<file path="src/core/ivec_pkg.sv">
package ivec_pkg;

  // ---------------------------------------------------------------------------
  // vector table geometry
  // ---------------------------------------------------------------------------
  localparam int          NUM_VEC     = 24;
  localparam int          VEC_W       = 5;
  localparam int          LVL_W       = 2;
  localparam int          ADDR_W      = 21;
  localparam int          VEC_SHIFT   = 1;
  localparam logic [20:0] VBASE_RST   = 21'h000000;

  // ---------------------------------------------------------------------------
  // per-vector level class
  // ---------------------------------------------------------------------------
  // class: 0 none, 1 fixed, 2 range 1-3, 3 range 0-2
  localparam logic [1:0] CLS_NONE  = 2'h0;
  localparam logic [1:0] CLS_FIXED = 2'h1;
  localparam logic [1:0] CLS_DBG   = 2'h2;
  localparam logic [1:0] CLS_PERI  = 2'h3;

  // vector 23 .. 0
  localparam logic [47:0] VEC_CLASS = {
    2'h3, 2'h3, 2'h3, 2'h3, 2'h0, 2'h3, 2'h3, 2'h1,
    2'h1, 2'h1, 2'h0, 2'h0, 2'h2, 2'h2, 2'h2, 2'h0,
    2'h2, 2'h2, 2'h1, 2'h1, 2'h1, 2'h1, 2'h0, 2'h0};
  localparam logic [47:0] VEC_FIXED_LVL = {
    2'h0, 2'h0, 2'h0, 2'h0, 2'h0, 2'h0, 2'h0, 2'h0,
    2'h1, 2'h2, 2'h0, 2'h0, 2'h0, 2'h0, 2'h0, 2'h0,
    2'h0, 2'h0, 2'h3, 2'h3, 2'h3, 2'h3, 2'h0, 2'h0};
  localparam logic [1:0] DBG_LVL_MIN  = 2'h1;
  localparam logic [1:0] PERI_LVL_MAX = 2'h2;

  // ---------------------------------------------------------------------------
  // program map, internal boot
  // ---------------------------------------------------------------------------
  localparam logic [20:0] PFLASH_END   = 21'h007fff;
  localparam logic [20:0] RSV_LO_END   = 21'h00ffff;
  localparam logic [20:0] EXTRAM_END   = 21'h01ffff;
  localparam logic [20:0] BOOT_BEGIN   = 21'h020000;
  localparam logic [20:0] BOOT_END     = 21'h020fff;
  localparam logic [20:0] RSV_HI_END   = 21'h02f7ff;
  localparam logic [20:0] PRAM_END     = 21'h02ffff;
  localparam logic [20:0] BOOT_ENTRY   = 21'h020000;
  localparam logic [20:0] WDOG_ENTRY   = 21'h020002;
  localparam logic        EXT_BOOT_PIN = 1'b0;

  typedef enum logic [4:0] {
    REG_PFLASH = 5'b00001,
    REG_BOOT   = 5'b00010,
    REG_PRAM   = 5'b00100,
    REG_RSV    = 5'b01000,
    REG_EXT    = 5'b10000
  } region_type;

endpackage : ivec_pkg

</file>
<file path="src/core/interrupt_priority_vector_map.sv">
`timescale 1ns/1ps
module interrupt_priority_vector_map (
  input  wire logic                   mclk,
  input  wire logic                   rst_n,
  input  wire logic                   clk_en,
  input  wire logic [23:0]            req_set,
  input  wire logic [23:0]            req_clr,
  input  wire logic [47:0]            level_cfg,
  input  wire logic                   vector_base_wr,
  input  wire logic [20:0]            vector_base_in,
  input  wire logic                   fetch_ack,
  input  wire logic                   boot_map_select_wr,
  input  wire logic                   boot_map_select_in,
  input  wire logic                   flash_secured_state_wr,
  input  wire logic                   flash_secured_state_in,
  input  wire logic                   flash_secure_strap,
  input  wire logic                   watchdog_reset_flag,
  input  wire logic [20:0]            fetch_addr,
  output logic                        irq_valid_ff,
  output logic [4:0]                  irq_vector_ff,
  output logic [1:0]                  irq_level_ff,
  output logic [20:0]                 irq_fetch_addr_ff,
  output logic [23:0]                 pend_ff,
  output logic [20:0]                 vector_base_ff,
  output logic [20:0]                 reset_entry_ff,
  output logic                        boot_map_select_ff,
  output logic                        flash_secured_state_ff,
  output ivec_pkg::region_type        region_ff,
  output logic                        inaccessible_ff
);

  logic [23:0] nxt_pend;
  logic [47:0] eff_lvl;
  logic        nxt_valid;
  logic [4:0]  nxt_vector;
  logic [1:0]  nxt_level;
  logic [20:0] nxt_fetch_addr;
  logic [20:0] nxt_vector_base;
  logic [20:0] nxt_reset_entry;
  logic        nxt_map_sel;
  logic        nxt_secured;
  logic        rst_seen_ff;
  logic        nxt_rst_seen;

  // ---------------------------------------------------------------------------
  // per-vector pending flag and effective level
  // ---------------------------------------------------------------------------
  for (genvar v = 0; v < ivec_pkg::NUM_VEC; v++) begin : g_vec
    localparam logic [1:0] CLS = ivec_pkg::VEC_CLASS[2*v +: 2];
    localparam logic [1:0] FIX = ivec_pkg::VEC_FIXED_LVL[2*v +: 2];
    logic [1:0] cfg;
    logic       ack_hit;
    assign cfg     = level_cfg[2*v +: 2];
    assign ack_hit = fetch_ack && irq_valid_ff && (irq_vector_ff == 5'(v));

    always_comb begin
      if (CLS == ivec_pkg::CLS_NONE) begin
        nxt_pend[v] = 1'b0;
      end else if (req_set[v]) begin
        nxt_pend[v] = 1'b1;
      end else if (req_clr[v] || ack_hit) begin
        nxt_pend[v] = 1'b0;
      end else begin
        nxt_pend[v] = pend_ff[v];
      end
      case (CLS)
        ivec_pkg::CLS_FIXED: eff_lvl[2*v +: 2] = FIX;
        ivec_pkg::CLS_DBG:   eff_lvl[2*v +: 2] =
          (cfg < ivec_pkg::DBG_LVL_MIN) ? ivec_pkg::DBG_LVL_MIN : cfg;
        ivec_pkg::CLS_PERI:  eff_lvl[2*v +: 2] =
          (cfg > ivec_pkg::PERI_LVL_MAX) ? ivec_pkg::PERI_LVL_MAX : cfg;
        default:             eff_lvl[2*v +: 2] = 2'h0;
      endcase
    end
  end

  // ---------------------------------------------------------------------------
  // arbitration over the next pending set
  // ---------------------------------------------------------------------------
  always_comb begin
    nxt_valid  = 1'b0;
    nxt_vector = 5'h00;
    nxt_level  = 2'h0;
    // scan downward so an equal level at a lower number replaces the pick
    for (int i = ivec_pkg::NUM_VEC - 1; i >= 0; i--) begin
      if (nxt_pend[i] && (!nxt_valid || eff_lvl[2*i +: 2] >= nxt_level)) begin
        nxt_valid  = 1'b1;
        nxt_vector = 5'(i);
        nxt_level  = eff_lvl[2*i +: 2];
      end
    end
    // use the base that registers alongside, so a base write never pairs a stale address
    nxt_fetch_addr = nxt_vector_base +
                     {15'h0000, nxt_vector, 1'b0};
  end

  // ---------------------------------------------------------------------------
  // base, mode bits and reset entry
  // ---------------------------------------------------------------------------
  always_comb begin
    nxt_vector_base = vector_base_wr ? vector_base_in : vector_base_ff;
    // external map unusable: select sticks only if external boot allowed
    nxt_map_sel     = (boot_map_select_wr && ivec_pkg::EXT_BOOT_PIN) ?
                      boot_map_select_in : boot_map_select_ff;
    nxt_rst_seen    = 1'b1;
    // secured state is caught from the strap once after reset, later writes do nothing
    nxt_secured     = rst_seen_ff ? flash_secured_state_ff
                                  : flash_secure_strap;
    nxt_reset_entry = watchdog_reset_flag ? ivec_pkg::WDOG_ENTRY
                                          : ivec_pkg::BOOT_ENTRY;
  end

  always_ff @(posedge mclk) begin
    if (!rst_n) begin
      pend_ff                <= 24'h000000;
      irq_valid_ff           <= 1'b0;
      irq_vector_ff          <= 5'h00;
      irq_level_ff           <= 2'h0;
      irq_fetch_addr_ff      <= ivec_pkg::VBASE_RST;
      vector_base_ff         <= ivec_pkg::VBASE_RST;
      reset_entry_ff         <= ivec_pkg::BOOT_ENTRY;
      boot_map_select_ff     <= ivec_pkg::EXT_BOOT_PIN;
      flash_secured_state_ff <= 1'b0;
      rst_seen_ff            <= 1'b0;
    end else if (clk_en) begin
      pend_ff                <= nxt_pend;
      irq_valid_ff           <= nxt_valid;
      irq_vector_ff          <= nxt_vector;
      irq_level_ff           <= nxt_level;
      irq_fetch_addr_ff      <= nxt_fetch_addr;
      vector_base_ff         <= nxt_vector_base;
      reset_entry_ff         <= nxt_reset_entry;
      boot_map_select_ff     <= nxt_map_sel;
      flash_secured_state_ff <= nxt_secured;
      rst_seen_ff            <= nxt_rst_seen;
    end
  end

  // ---------------------------------------------------------------------------
  // program space decode
  // ---------------------------------------------------------------------------
  prog_map_decode u_decode (
    .mclk            (mclk),
    .rst_n           (rst_n),
    .clk_en          (clk_en),
    .fetch_addr      (fetch_addr),
    .region_ff       (region_ff),
    .inaccessible_ff (inaccessible_ff)
  );

endmodule : interrupt_priority_vector_map

</file>
<file path="src/core/prog_map_decode.sv">
`timescale 1ns/1ps
module prog_map_decode (
  input  wire logic                   mclk,
  input  wire logic                   rst_n,
  input  wire logic                   clk_en,
  input  wire logic [20:0]            fetch_addr,
  output ivec_pkg::region_type        region_ff,
  output logic                        inaccessible_ff
);

  ivec_pkg::region_type nxt_region;
  logic                 nxt_inaccessible;

  // ---------------------------------------------------------------------------
  // internal map decode
  // ---------------------------------------------------------------------------
  always_comb begin
    if (fetch_addr <= ivec_pkg::PFLASH_END) begin
      nxt_region = ivec_pkg::REG_PFLASH;
    end else if (fetch_addr <= ivec_pkg::RSV_LO_END) begin
      nxt_region = ivec_pkg::REG_RSV;
    end else if (fetch_addr <= ivec_pkg::EXTRAM_END) begin
      nxt_region = ivec_pkg::REG_EXT;
    end else if (fetch_addr <= ivec_pkg::BOOT_END) begin
      nxt_region = ivec_pkg::REG_BOOT;
    end else if (fetch_addr <= ivec_pkg::RSV_HI_END) begin
      nxt_region = ivec_pkg::REG_RSV;
    end else if (fetch_addr <= ivec_pkg::PRAM_END) begin
      nxt_region = ivec_pkg::REG_PRAM;
    end else begin
      nxt_region = ivec_pkg::REG_EXT;
    end
    nxt_inaccessible = (nxt_region == ivec_pkg::REG_EXT) ||
                       (nxt_region == ivec_pkg::REG_RSV);
  end

  always_ff @(posedge mclk) begin
    if (!rst_n) begin
      region_ff       <= ivec_pkg::REG_BOOT;
      inaccessible_ff <= 1'b0;
    end else if (clk_en) begin
      region_ff       <= nxt_region;
      inaccessible_ff <= nxt_inaccessible;
    end
  end

endmodule : prog_map_decode

</file>
<file path="config.mk">
export PLATFORM = sky130hd
export DESIGN_NAME = interrupt_priority_vector_map
export DESIGN_NICKNAME = d
export VERILOG_FILES = /design/src/core/ivec_pkg.sv /design/src/core/interrupt_priority_vector_map.sv /design/src/core/prog_map_decode.sv
export SDC_FILE = /design/constraint.sdc
export NUM_CORES = 1
export LEC_CHECK = 0
export ABC_CLOCK_PERIOD_IN_PS = 15400
export BUFFER_PORTS_ARGS = -buffer_cell sky130_fd_sc_hd__buf_2
export CAP_MARGIN = 20
export CELL_PAD_IN_SITES_DETAIL_PLACEMENT = 0
export CELL_PAD_IN_SITES_GLOBAL_PLACEMENT = 1
export CORE_ASPECT_RATIO = 1.75
export CORE_MARGIN = 4
export CORE_UTILIZATION = 30
export CTS_CLUSTER_SIZE = 8
export DETAILED_ROUTE_END_ITERATION = 10
export PLACE_DENSITY = 0.86
export SYNTH_ARGS = -nofsm -noshare
export SYNTH_HDL_FRONTEND = slang
export SYNTH_SLANG_ARGS = --single-unit
export TNS_END_PERCENT = 5
</file>
<file path="constraint.sdc">
create_clock -name mclk -period 15.4 [get_ports mclk]
set_input_delay 0 -clock mclk [delete_from_list [all_inputs] [get_ports mclk]]
set_output_delay 0 -clock mclk [all_outputs]
set_load 0.005 [all_outputs]
</file>
==> flow_summary.html, run 1 <==
<table>
<tr><th>Metric</th><th>Value</th></tr>
<tr><th colspan="2">Finish</th></tr>
<tr><td>Layout-stage area growth over the synthesis result</td><td>34.9%</td></tr>
<tr><td>Number of nets in the layout</td><td>1073</td></tr>
<tr><td>Post-layout util</td><td>0.413</td></tr>
<tr><td>Post-route standard cell area excluding fillers</td><td>7670 sq um</td></tr>
<tr><td>Post-route insts no fill</td><td>1141</td></tr>
<tr><td>Fraction of final layout cells with drive strength greater than 1</td><td>0.348</td></tr>
<tr><td>Antenna diode count</td><td>0</td></tr>
<tr><th colspan="2">Route</th></tr>
<tr><td>Routed wire length</td><td>19100 um</td></tr>
<tr><td>Starting DRC count in detailed routing</td><td>206</td></tr>
<tr><td>First-pass iteration count of the detailed router</td><td>7</td></tr>
<tr><td>DRC viols</td><td>0</td></tr>
<tr><td>Vias per cell</td><td>5.11</td></tr>
<tr><td>Post-detailed-route count of antenna-violating nets</td><td>0</td></tr>
<tr><td>Number of vias in the routed layout</td><td>5835</td></tr>
<tr><td>Per-cell routed wire length</td><td>16.7 um</td></tr>
<tr><th colspan="2">Global route</th></tr>
<tr><td>First-pass GRT wire length</td><td>29700 um</td></tr>
<tr><td>Total gr overflow</td><td>0</td></tr>
<tr><td>GRT Resource Usage Total</td><td>0.174</td></tr>
<tr><td>Maximum number of pins on one net before global-route repair</td><td>80</td></tr>
<tr><td>Via count of the first global-routing pass</td><td>5771</td></tr>
<tr><td>Number of antenna violations at the first check in global routing</td><td>3</td></tr>
<tr><th colspan="2">Synthesis</th></tr>
<tr><td>Share of synthesized area spent on multiplexers</td><td>0.0755</td></tr>
<tr><td>Share of the synthesized area in the top cell type</td><td>0.268</td></tr>
<tr><td>Post-synthesis area per instance</td><td>8.47 sq um</td></tr>
<tr><td>Seq cells post-synth</td><td>76</td></tr>
<tr><td>Synthesized instance count</td><td>671</td></tr>
<tr><td>Area of the mapped netlist</td><td>5680 sq um</td></tr>
<tr><td>Main combinational cell family by area after synthesis</td><td>compound AO/OA/AOI/OAI gates</td></tr>
<tr><td>Yosys warning count</td><td>0</td></tr>
<tr><td>Top area cells in the synthesized netlist</td><td>sky130_fd_sc_hd__dfxtp_1, sky130_fd_sc_hd__mux2i_1, sky130_fd_sc_hd__o211a_1</td></tr>
<tr><td>Library cell with the highest instance count after synthesis</td><td>sky130_fd_sc_hd__dfxtp_1</td></tr>
<tr><td>Count of flip-flops with a built-in enable after synthesis</td><td>0</td></tr>
<tr><td>Area share of and/or/nand/nor cells after synthesis</td><td>0.237</td></tr>
<tr><td>Primary flip-flop cell chosen by synthesis mapping</td><td>sky130_fd_sc_hd__dfxtp_1</td></tr>
<tr><td>Asr flop ratio synth</td><td>0</td></tr>
<tr><td>Cell taking the most area after synthesis</td><td>sky130_fd_sc_hd__dfxtp_1</td></tr>
<tr><td>Synth Area in XOR/XNOR</td><td>0.0262</td></tr>
<tr><td>Leading post-synthesis cells by instance count</td><td>sky130_fd_sc_hd__dfxtp_1, sky130_fd_sc_hd__nand2_1, sky130_fd_sc_hd__nor2b_1</td></tr>
<tr><td>Adder-cell area share of the yosys netlist</td><td>0.0586</td></tr>
<tr><td>Compound-cell area share of the yosys netlist</td><td>0.258</td></tr>
<tr><td>Yosys cell types</td><td>85</td></tr>
<tr><td>Fraction of the yosys area taken by sequential cells</td><td>0.268</td></tr>
<tr><th colspan="2">CTS</th></tr>
<tr><td>TritonCTS clock tree</td><td>done</td></tr>
<tr><td>Root Buffer</td><td>sky130_fd_sc_hd__clkbuf_16</td></tr>
<tr><td>CTS Buf Count</td><td>9</td></tr>
<tr><td>H-tree Lvls</td><td>3</td></tr>
<tr><td>Clk sinks</td><td>76</td></tr>
<tr><td>Clock Pin Slew Worst Setup and Hold Paths</td><td>0.07 ns</td></tr>
<tr><td>Latest clock arrival within the worst-skew pair</td><td>0.34 ns</td></tr>
<tr><td>Max Buffers Root-to-Sink</td><td>2</td></tr>
<tr><th colspan="2">Power and ir drop</th></tr>
<tr><td>Reported leakage power</td><td>3.72 nW</td></tr>
<tr><td>Peak supply drop</td><td>0.0000476 V</td></tr>
<tr><td>Final total power</td><td>0.716 mW</td></tr>
<tr><td>Power density of the placed cells</td><td>93.4 nW/um^2</td></tr>
<tr><th colspan="2">Setup path</th></tr>
<tr><td>Register-to-register setup slack</td><td>0.99 ns</td></tr>
<tr><td>Register-to-Register Path Depth</td><td>76</td></tr>
<tr><td>Critical R2R Launch</td><td>irq_vector_ff[0]$_SDFFE_PN0P_</td></tr>
<tr><td>Worst setup endpoint</td><td>irq_fetch_addr_ff[20]$_SDFFE_PN0P_</td></tr>
<tr><td>Critical path data required time</td><td>15.68 ns</td></tr>
<tr><td>Origin of the worst setup path</td><td>irq_vector_ff[0]$_SDFFE_PN0P_</td></tr>
<tr><td>Highest fanout seen on the critical path</td><td>5</td></tr>
<tr><td>Critical path's largest stage delay</td><td>0.45 ns</td></tr>
<tr><td>CP Capture Type</td><td>register</td></tr>
<tr><td>Cell at the slowest stage of the critical path</td><td>sky130_fd_sc_hd__a32oi_1</td></tr>
<tr><td>Critical path's most frequent cell</td><td>sky130_fd_sc_hd__ha_1</td></tr>
<tr><td>Critical path arrival</td><td>14.69 ns</td></tr>
<tr><td>Type of element launching the critical path</td><td>register</td></tr>
<tr><td>Critical path type</td><td>reg2reg</td></tr>
<tr><td>Capture instance of the worst register-to-register path</td><td>irq_fetch_addr_ff[20]$_SDFFE_PN0P_</td></tr>
<tr><th colspan="2">STA</th></tr>
<tr><td>Final setup skew</td><td>0.00818 ns</td></tr>
<tr><td>Hold violation total from the final report</td><td>0</td></tr>
<tr><td>Headroom to the max-slew limit</td><td>0.400</td></tr>
<tr><td>Post-route minimum period</td><td>14.41 ns</td></tr>
<tr><td>Maximum frequency from static timing analysis</td><td>69.4 MHz</td></tr>
<tr><td>Fraction of the cycle the final worst path needs</td><td>0.936</td></tr>
<tr><td>Worst Max-Slew Pin Slew</td><td>0.897 ns</td></tr>
<tr><td>Setup violations, final</td><td>0</td></tr>
<tr><td>Max-slew violation count</td><td>0</td></tr>
<tr><th colspan="2">Floorplanning</th></tr>
<tr><td>Die Span X</td><td>112 um</td></tr>
<tr><td>Vertical extent of the die</td><td>190 um</td></tr>
<tr><td>Starting density of the core</td><td>0.306</td></tr>
<tr><td>Full die area</td><td>21300 sq um</td></tr>
<tr><td>Area of the core</td><td>18600 sq um</td></tr>
<tr><td>I/O pin count</td><td>252</td></tr>
<tr><td>Cell row count</td><td>66</td></tr>
<tr><th colspan="2">Hold path</th></tr>
<tr><td>Critical hold path startpoint</td><td>fetch_addr[15]</td></tr>
<tr><td>Kind of path behind the tightest hold check</td><td>in2reg</td></tr>
<tr><th colspan="2">Place</th></tr>
<tr><td>Number of placed instances, taps included</td><td>1106</td></tr>
<tr><td>Placed Area</td><td>7080 sq um</td></tr>
<tr><td>Last weighted congestion value of the routability-driven placer</td><td>0.906</td></tr>
<tr><td>Detailed placement HPWL</td><td>14700 um</td></tr>
<tr><td>Buffers on Ports</td><td>171</td></tr>
<tr><th colspan="2">Outcome</th></tr>
<tr><td>Status</td><td>finished clean</td></tr>
<tr><th colspan="2">Run</th></tr>
<tr><td>Max-cap viol count</td><td>0</td></tr>
</table>
## per-layer routing
layer,track usage,part of all wire,vias to the layer above
li1,-,-,2857
met1,0.181,0.36,2720
met2,0.331,0.53,211
met3,0.0465,0.069,41
met4,0.0648,0.035,6
met5,0,0.0020,-
## worst min-delay path by stage
stage / to / depth (start not counted)
finish: u_decode.inaccessible_ff$_SDFFE_PN0P_ / 3
floorplan: u_decode.region_ff[1]$_SDFFE_PN1P_ / 2
global route: u_decode.region_ff[1]$_SDFFE_PN1P_ / 4
CTS: u_decode.region_ff[1]$_SDFFE_PN1P_ / 4
global placement: flash_secured_state_ff$_SDFFE_PN0P_ / 3
detailed placement: flash_secured_state_ff$_SDFFE_PN0P_ / 3
## worst max-delay path: cells and delay by family, from the launching register on
family          cells  cell delay [ns]
simple gates       23             3.31
fa+ha+maj          11             2.91
buf+inv             4             0.52
compound gates     35             6.63
xor+xnor            1             0.16
flops               1             0.38
mux                 2             0.44
## stage by stage
stage,hold slack (ns),setup TNS (ns),setup slack [ns]
6_report,0.0226,0,0.988
2_1_floorplan,0.140,0,1.06
4_1_cts,0.0110,0,0.281
3_5_place_dp,0.287,0,0.373
3_3_place_gp,0.279,0,0.402
5_1_grt,0.0410,-0.0382,-0.0382
## layout by cell type (no fill, tap or decap), types with 10 or more instances in the layout
master,n
sky130_fd_sc_hd__nor3_1,11
sky130_fd_sc_hd__a21oi_2,10
sky130_fd_sc_hd__buf_2,170
sky130_fd_sc_hd__nand2b_1,29
sky130_fd_sc_hd__nor2_1,26
sky130_fd_sc_hd__dfxtp_1,76
sky130_fd_sc_hd__nand2_1,63
sky130_fd_sc_hd__buf_4,73
sky130_fd_sc_hd__xnor2_1,11
sky130_fd_sc_hd__o21ai_0,13
sky130_fd_sc_hd__dlygate4sd3_1,14
sky130_fd_sc_hd__nand3_1,14
sky130_fd_sc_hd__a21boi_0,12
sky130_fd_sc_hd__a21oi_1,22
sky130_fd_sc_hd__conb_1,27
sky130_fd_sc_hd__o211a_1,34
sky130_fd_sc_hd__ha_1,25
sky130_fd_sc_hd__inv_1,17
sky130_fd_sc_hd__nor2b_1,37
sky130_fd_sc_hd__mux2i_1,35
## kinds of logic after synthesis
family                   Yosys count
AND/OR/NAND/NOR                  241
AO/OA/AOI/OAI                    183
buffers and inverters             84
flip-flops                        76
XOR/XNOR                          17
other                              2
adder cells (fa/ha/maj)           26
multiplexers                      42
## report_power, final
part / switching [mW] / internal [mW] / total, mW
clock network: 0.0968 / 0.130 / 0.227
registers: 0.00788 / 0.210 / 0.217
logic: 0.137 / 0.135 / 0.272
total: 0.241 / 0.475 / 0.716
## final cells by class
| cell class | instances | area (sq um) |
|---|---|---|
| clock buffer | 9 | 225 |
| clock inverter | 7 | 86.3 |
| fill | 1933 | 10900 |
| inverter | 17 | 63.8 |
| multi-input combinational | 537 | 3940 |
| sequential | 76 | 1520 |
| tap | 238 | 298 |
| timing repair buffer | 257 | 1540 |
## sequential cells by signal, indices dropped and copies added, names as in the netlist, 2 cells and up
signal and cells:
pend_ff 18, u_decode.region_ff 5, irq_level_ff 2, vector_base_ff 20
irq_vector_ff 5, irq_fetch_addr_ff 21
## timing repair
action / 4_1_cts / 5_1_grt
setup buffers: 0 / 4
hold buffers: 14 / 0
setup endpoints to repair: 0 / 18
hold endpoints to repair: 13 / 0
resized for setup: 0 / 24
Note: power is estimated with default switching activity, not from simulation.
==> run 2: changes to the inputs <==
- BUFFER_PORTS_ARGS: -buffer_cell sky130_fd_sc_hd__buf_2 -> -buffer_cell sky130_fd_sc_hd__clkbuf_2
- PLACE_DENSITY: 0.86 -> default
- PLACE_DENSITY_LB_ADDON: default -> 0.1
==> run 2 against run 1 <==
Against the previous run:
- non-clock buffer count up 7
- fmax down 1.2%
- highest routed layer is now met4
- power up 9.1%
- clock skew up 0.0016 ns
- critical path depth down 2
- critical path type unchanged
- largest power group is now clock
==> flow_summary.html, run 2 (same netlist as run 1, synthesis figures left out) <==
<table>
<tr><th>Metric</th><th>Value</th></tr>
<tr><th colspan="2">STA</th></tr>
<tr><td>Hold violation total from the final report</td><td>0 (unchanged)</td></tr>
<tr><td>Post-route minimum period</td><td>14.58 ns (+0.169 ns)</td></tr>
<tr><td>Worst Max-Slew Pin Slew</td><td>0.865 ns (-0.0327 ns)</td></tr>
<tr><td>Maximum frequency from static timing analysis</td><td>68.6 MHz (-1.2%)</td></tr>
<tr><td>Total negative slack for setup checks</td><td>0 ns (unchanged)</td></tr>
<tr><td>Setup violations, final</td><td>0 (unchanged)</td></tr>
<tr><td>Hold_ws</td><td>0.0202 ns (-0.00240 ns)</td></tr>
<tr><td>Headroom to the max-slew limit</td><td>0.422 (+0.0219)</td></tr>
<tr><td>Fraction of the cycle the final worst path needs</td><td>0.947 (+0.0110)</td></tr>
<tr><td>Final setup skew</td><td>0.00980 ns (+0.00161 ns)</td></tr>
<tr><td>Max-slew violation count</td><td>0 (unchanged)</td></tr>
<tr><th colspan="2">Finish</th></tr>
<tr><td>FILL cells</td><td>1914 (-0.98%)</td></tr>
<tr><td>Area taken by flip-flops and latches</td><td>1520 sq um (unchanged)</td></tr>
<tr><td>Multi-input logic area</td><td>3910 sq um (-0.57%)</td></tr>
<tr><td>Post-route standard cell area excluding fillers</td><td>7780 sq um (+1.4%)</td></tr>
<tr><td>Commonest cells after routing, fill and taps aside</td><td>sky130_fd_sc_hd__clkbuf_2, sky130_fd_sc_hd__buf_4, sky130_fd_sc_hd__dfxtp_1</td></tr>
<tr><td>Fraction of final layout cells with drive strength greater than 1</td><td>0.350 (+0.00211)</td></tr>
<tr><td>Antenna diode count</td><td>0 (unchanged)</td></tr>
<tr><td>Layout-stage area growth over the synthesis result</td><td>36.8%</td></tr>
<tr><td>Most common cell after layout, fill and taps aside</td><td>sky130_fd_sc_hd__clkbuf_2</td></tr>
<tr><td>Number of nets in the layout</td><td>1079 (+0.56%)</td></tr>
<tr><td>Flip-flop count of the largest register after layout</td><td>21 (unchanged)</td></tr>
<tr><td>Registers with the most flip-flops</td><td>irq_fetch_addr_ff: 21 flops, vector_base_ff: 20 flops, pend_ff: 18 flops</td></tr>
<tr><td>Post-route insts no fill</td><td>1147 (+0.53%)</td></tr>
<tr><td>Reg with most FFs</td><td>irq_fetch_addr_ff</td></tr>
<tr><th colspan="2">CTS</th></tr>
<tr><td>Clock Pin Slew Worst Setup and Hold Paths</td><td>0.07 ns (about the same)</td></tr>
<tr><td>Root Buffer</td><td>sky130_fd_sc_hd__clkbuf_16</td></tr>
<tr><td>Max Buffers Root-to-Sink</td><td>2 (unchanged)</td></tr>
<tr><td>Clk sinks</td><td>76 (unchanged)</td></tr>
<tr><td>H-tree Lvls</td><td>3 (unchanged)</td></tr>
<tr><td>CTS Buf Count</td><td>9 (unchanged)</td></tr>
<tr><td>TritonCTS clock tree</td><td>done</td></tr>
<tr><td>Latest clock arrival within the worst-skew pair</td><td>0.34 ns (about the same)</td></tr>
<tr><th colspan="2">Setup path</th></tr>
<tr><td>Highest fanout seen on the critical path</td><td>7 (+2)</td></tr>
<tr><td>Critical path's most frequent cell</td><td>sky130_fd_sc_hd__ha_1</td></tr>
<tr><td>Critical path buffer and inverter count</td><td>4 (unchanged)</td></tr>
<tr><td>Cell at the slowest stage of the critical path</td><td>sky130_fd_sc_hd__or3_4</td></tr>
<tr><td>Critical path arrival</td><td>14.85 ns (+0.16 ns)</td></tr>
<tr><td>CP Capture Type</td><td>register</td></tr>
<tr><td>Critical path data required time</td><td>15.67 ns (about the same)</td></tr>
<tr><td>Type of element launching the critical path</td><td>register</td></tr>
<tr><td>Critical path type</td><td>reg2reg</td></tr>
<tr><td>Worst path top cell family by delay</td><td>compound AO/OA/AOI/OAI gates</td></tr>
<tr><td>Critical path's largest stage delay</td><td>0.41 ns (-0.04 ns)</td></tr>
<tr><th colspan="2">Floorplanning</th></tr>
<tr><td>Starting density of the core</td><td>0.306 (unchanged)</td></tr>
<tr><td>Area of the core</td><td>18600 sq um (unchanged)</td></tr>
<tr><td>Die Span X</td><td>112 um (unchanged)</td></tr>
<tr><td>Cell row count</td><td>66 (unchanged)</td></tr>
<tr><td>I/O pin count</td><td>252 (unchanged)</td></tr>
<tr><td>Vertical extent of the die</td><td>190 um (unchanged)</td></tr>
<tr><td>Full die area</td><td>21300 sq um (unchanged)</td></tr>
<tr><th colspan="2">Route</th></tr>
<tr><td>Number of vias in the routed layout</td><td>5751 (-1.4%)</td></tr>
<tr><td>Routed wire length</td><td>20000 um (+4.6%)</td></tr>
<tr><td>Vias per cell</td><td>5.01 (-2.0%)</td></tr>
<tr><td>Post-detailed-route count of antenna-violating nets</td><td>0 (unchanged)</td></tr>
<tr><td>First-pass iteration count of the detailed router</td><td>4 (-3)</td></tr>
<tr><td>Per-cell routed wire length</td><td>17.4 um (+4.0%)</td></tr>
<tr><td>Starting DRC count in detailed routing</td><td>213 (+3.4%)</td></tr>
<tr><td>DRC viols</td><td>0 (unchanged)</td></tr>
<tr><th colspan="2">Place</th></tr>
<tr><td>Last weighted congestion value of the routability-driven placer</td><td>0.812 (-10%)</td></tr>
<tr><td>Placed Area</td><td>7100 sq um (+0.32%)</td></tr>
<tr><td>Number of placed instances, taps included</td><td>1109 (+0.27%)</td></tr>
<tr><td>Buffers on Ports</td><td>171 (unchanged)</td></tr>
<tr><td>Detailed placement HPWL</td><td>15900 um (+8.3%)</td></tr>
<tr><th colspan="2">Global route</th></tr>
<tr><td>First-pass GRT wire length</td><td>31100 um (+4.7%)</td></tr>
<tr><td>Maximum number of pins on one net before global-route repair</td><td>58 (-28%)</td></tr>
<tr><td>GRT Resource Usage Total</td><td>0.183 (+0.00846)</td></tr>
<tr><td>Via count of the first global-routing pass</td><td>5760 (-0.19%)</td></tr>
<tr><td>Number of antenna violations at the first check in global routing</td><td>0 (-3)</td></tr>
<tr><td>Total gr overflow</td><td>0 (unchanged)</td></tr>
<tr><th colspan="2">Power and ir drop</th></tr>
<tr><td>Reported leakage power</td><td>3.77 nW (+1.3%)</td></tr>
<tr><td>Final total power</td><td>0.781 mW (+9.1%)</td></tr>
<tr><td>Peak supply drop</td><td>0.0000455 V (-4.2%)</td></tr>
<tr><td>Power density of the placed cells</td><td>100 nW/um^2 (+7.6%)</td></tr>
<tr><th colspan="2">Run</th></tr>
<tr><td>Max-cap viol count</td><td>0 (unchanged)</td></tr>
<tr><th colspan="2">Outcome</th></tr>
<tr><td>Status</td><td>finished clean</td></tr>
<tr><th colspan="2">Hold path</th></tr>
<tr><td>Kind of path behind the tightest hold check</td><td>in2reg</td></tr>
</table>
==> run 2: final timing paths <==
| kind | cells past startpoint | end | slack (ns) | startpoint |
|---|---|---|---|---|
| setup / recovery | 74 | irq_fetch_addr_ff[19]$_SDFFE_PN0P_ | 0.82 | irq_vector_ff[3]$_SDFFE_PN0P_ |
| hold / removal | 3 | irq_level_ff[1]$_SDFFE_PN0P_ | 0.02 | level_cfg[13] |
| setup reg to reg | 74 | irq_fetch_addr_ff[19]$_SDFFE_PN0P_ | 0.82 | irq_vector_ff[3]$_SDFFE_PN0P_ |
| hold reg to reg | 2 | irq_fetch_addr_ff[11]$_SDFFE_PN0P_ | 0.47 | irq_fetch_addr_ff[11]$_SDFFE_PN0P_ |
==> run 2: repair_timing <==
action                                 in CTS  in global routing
setup endpoints to repair                   0                 18
buffers inserted                            0                  8
hold buffers                               14                  0
gates resized for setup                     0                 23
endpoints found under the hold margin      13                  0
==> run 2: power breakdown <==
group	internal, mW	switching [mW]
Sequential	0.210	0.00865
Clock	0.192	0.0921
Combinational	0.139	0.139
Total	0.541	0.240
==> run 2: worst min-delay path, cell delays in order <==
cell and delay (ns):
sky130_fd_sc_hd__clkbuf_2 0.10, sky130_fd_sc_hd__o221ai_1 0.16, sky130_fd_sc_hd__a31oi_1 0.05
==> run 2: layer usage <==
layer | track usage | wire (um)
met1 | 0.188 | 7160
met2 | 0.362 | 11300
met3 | 0.0372 | 1160
met4 | 0.0574 | 405
met5 | 0 | 0
==> run 2: final cells by class <==
type	count	area share
Clock buffer	10	0.0294
Clock inverter	6	0.0204
Inverter	17	0.00821
Multi-Input combinational cell	536	0.503
Sequential cell	76	0.196
Tap cell	238	0.0383
Timing Repair Buffer	264	0.205
==> run 2: metrics by stage <==
stage	worst slack, ns	util
5_1_grt	-0.0933	0.419
2_1_floorplan	1.06	-
3_5_place_dp	0.182	0.382
3_3_place_gp	0.228	0.382
4_1_cts	0.103	0.411
6_report	0.819	0.419
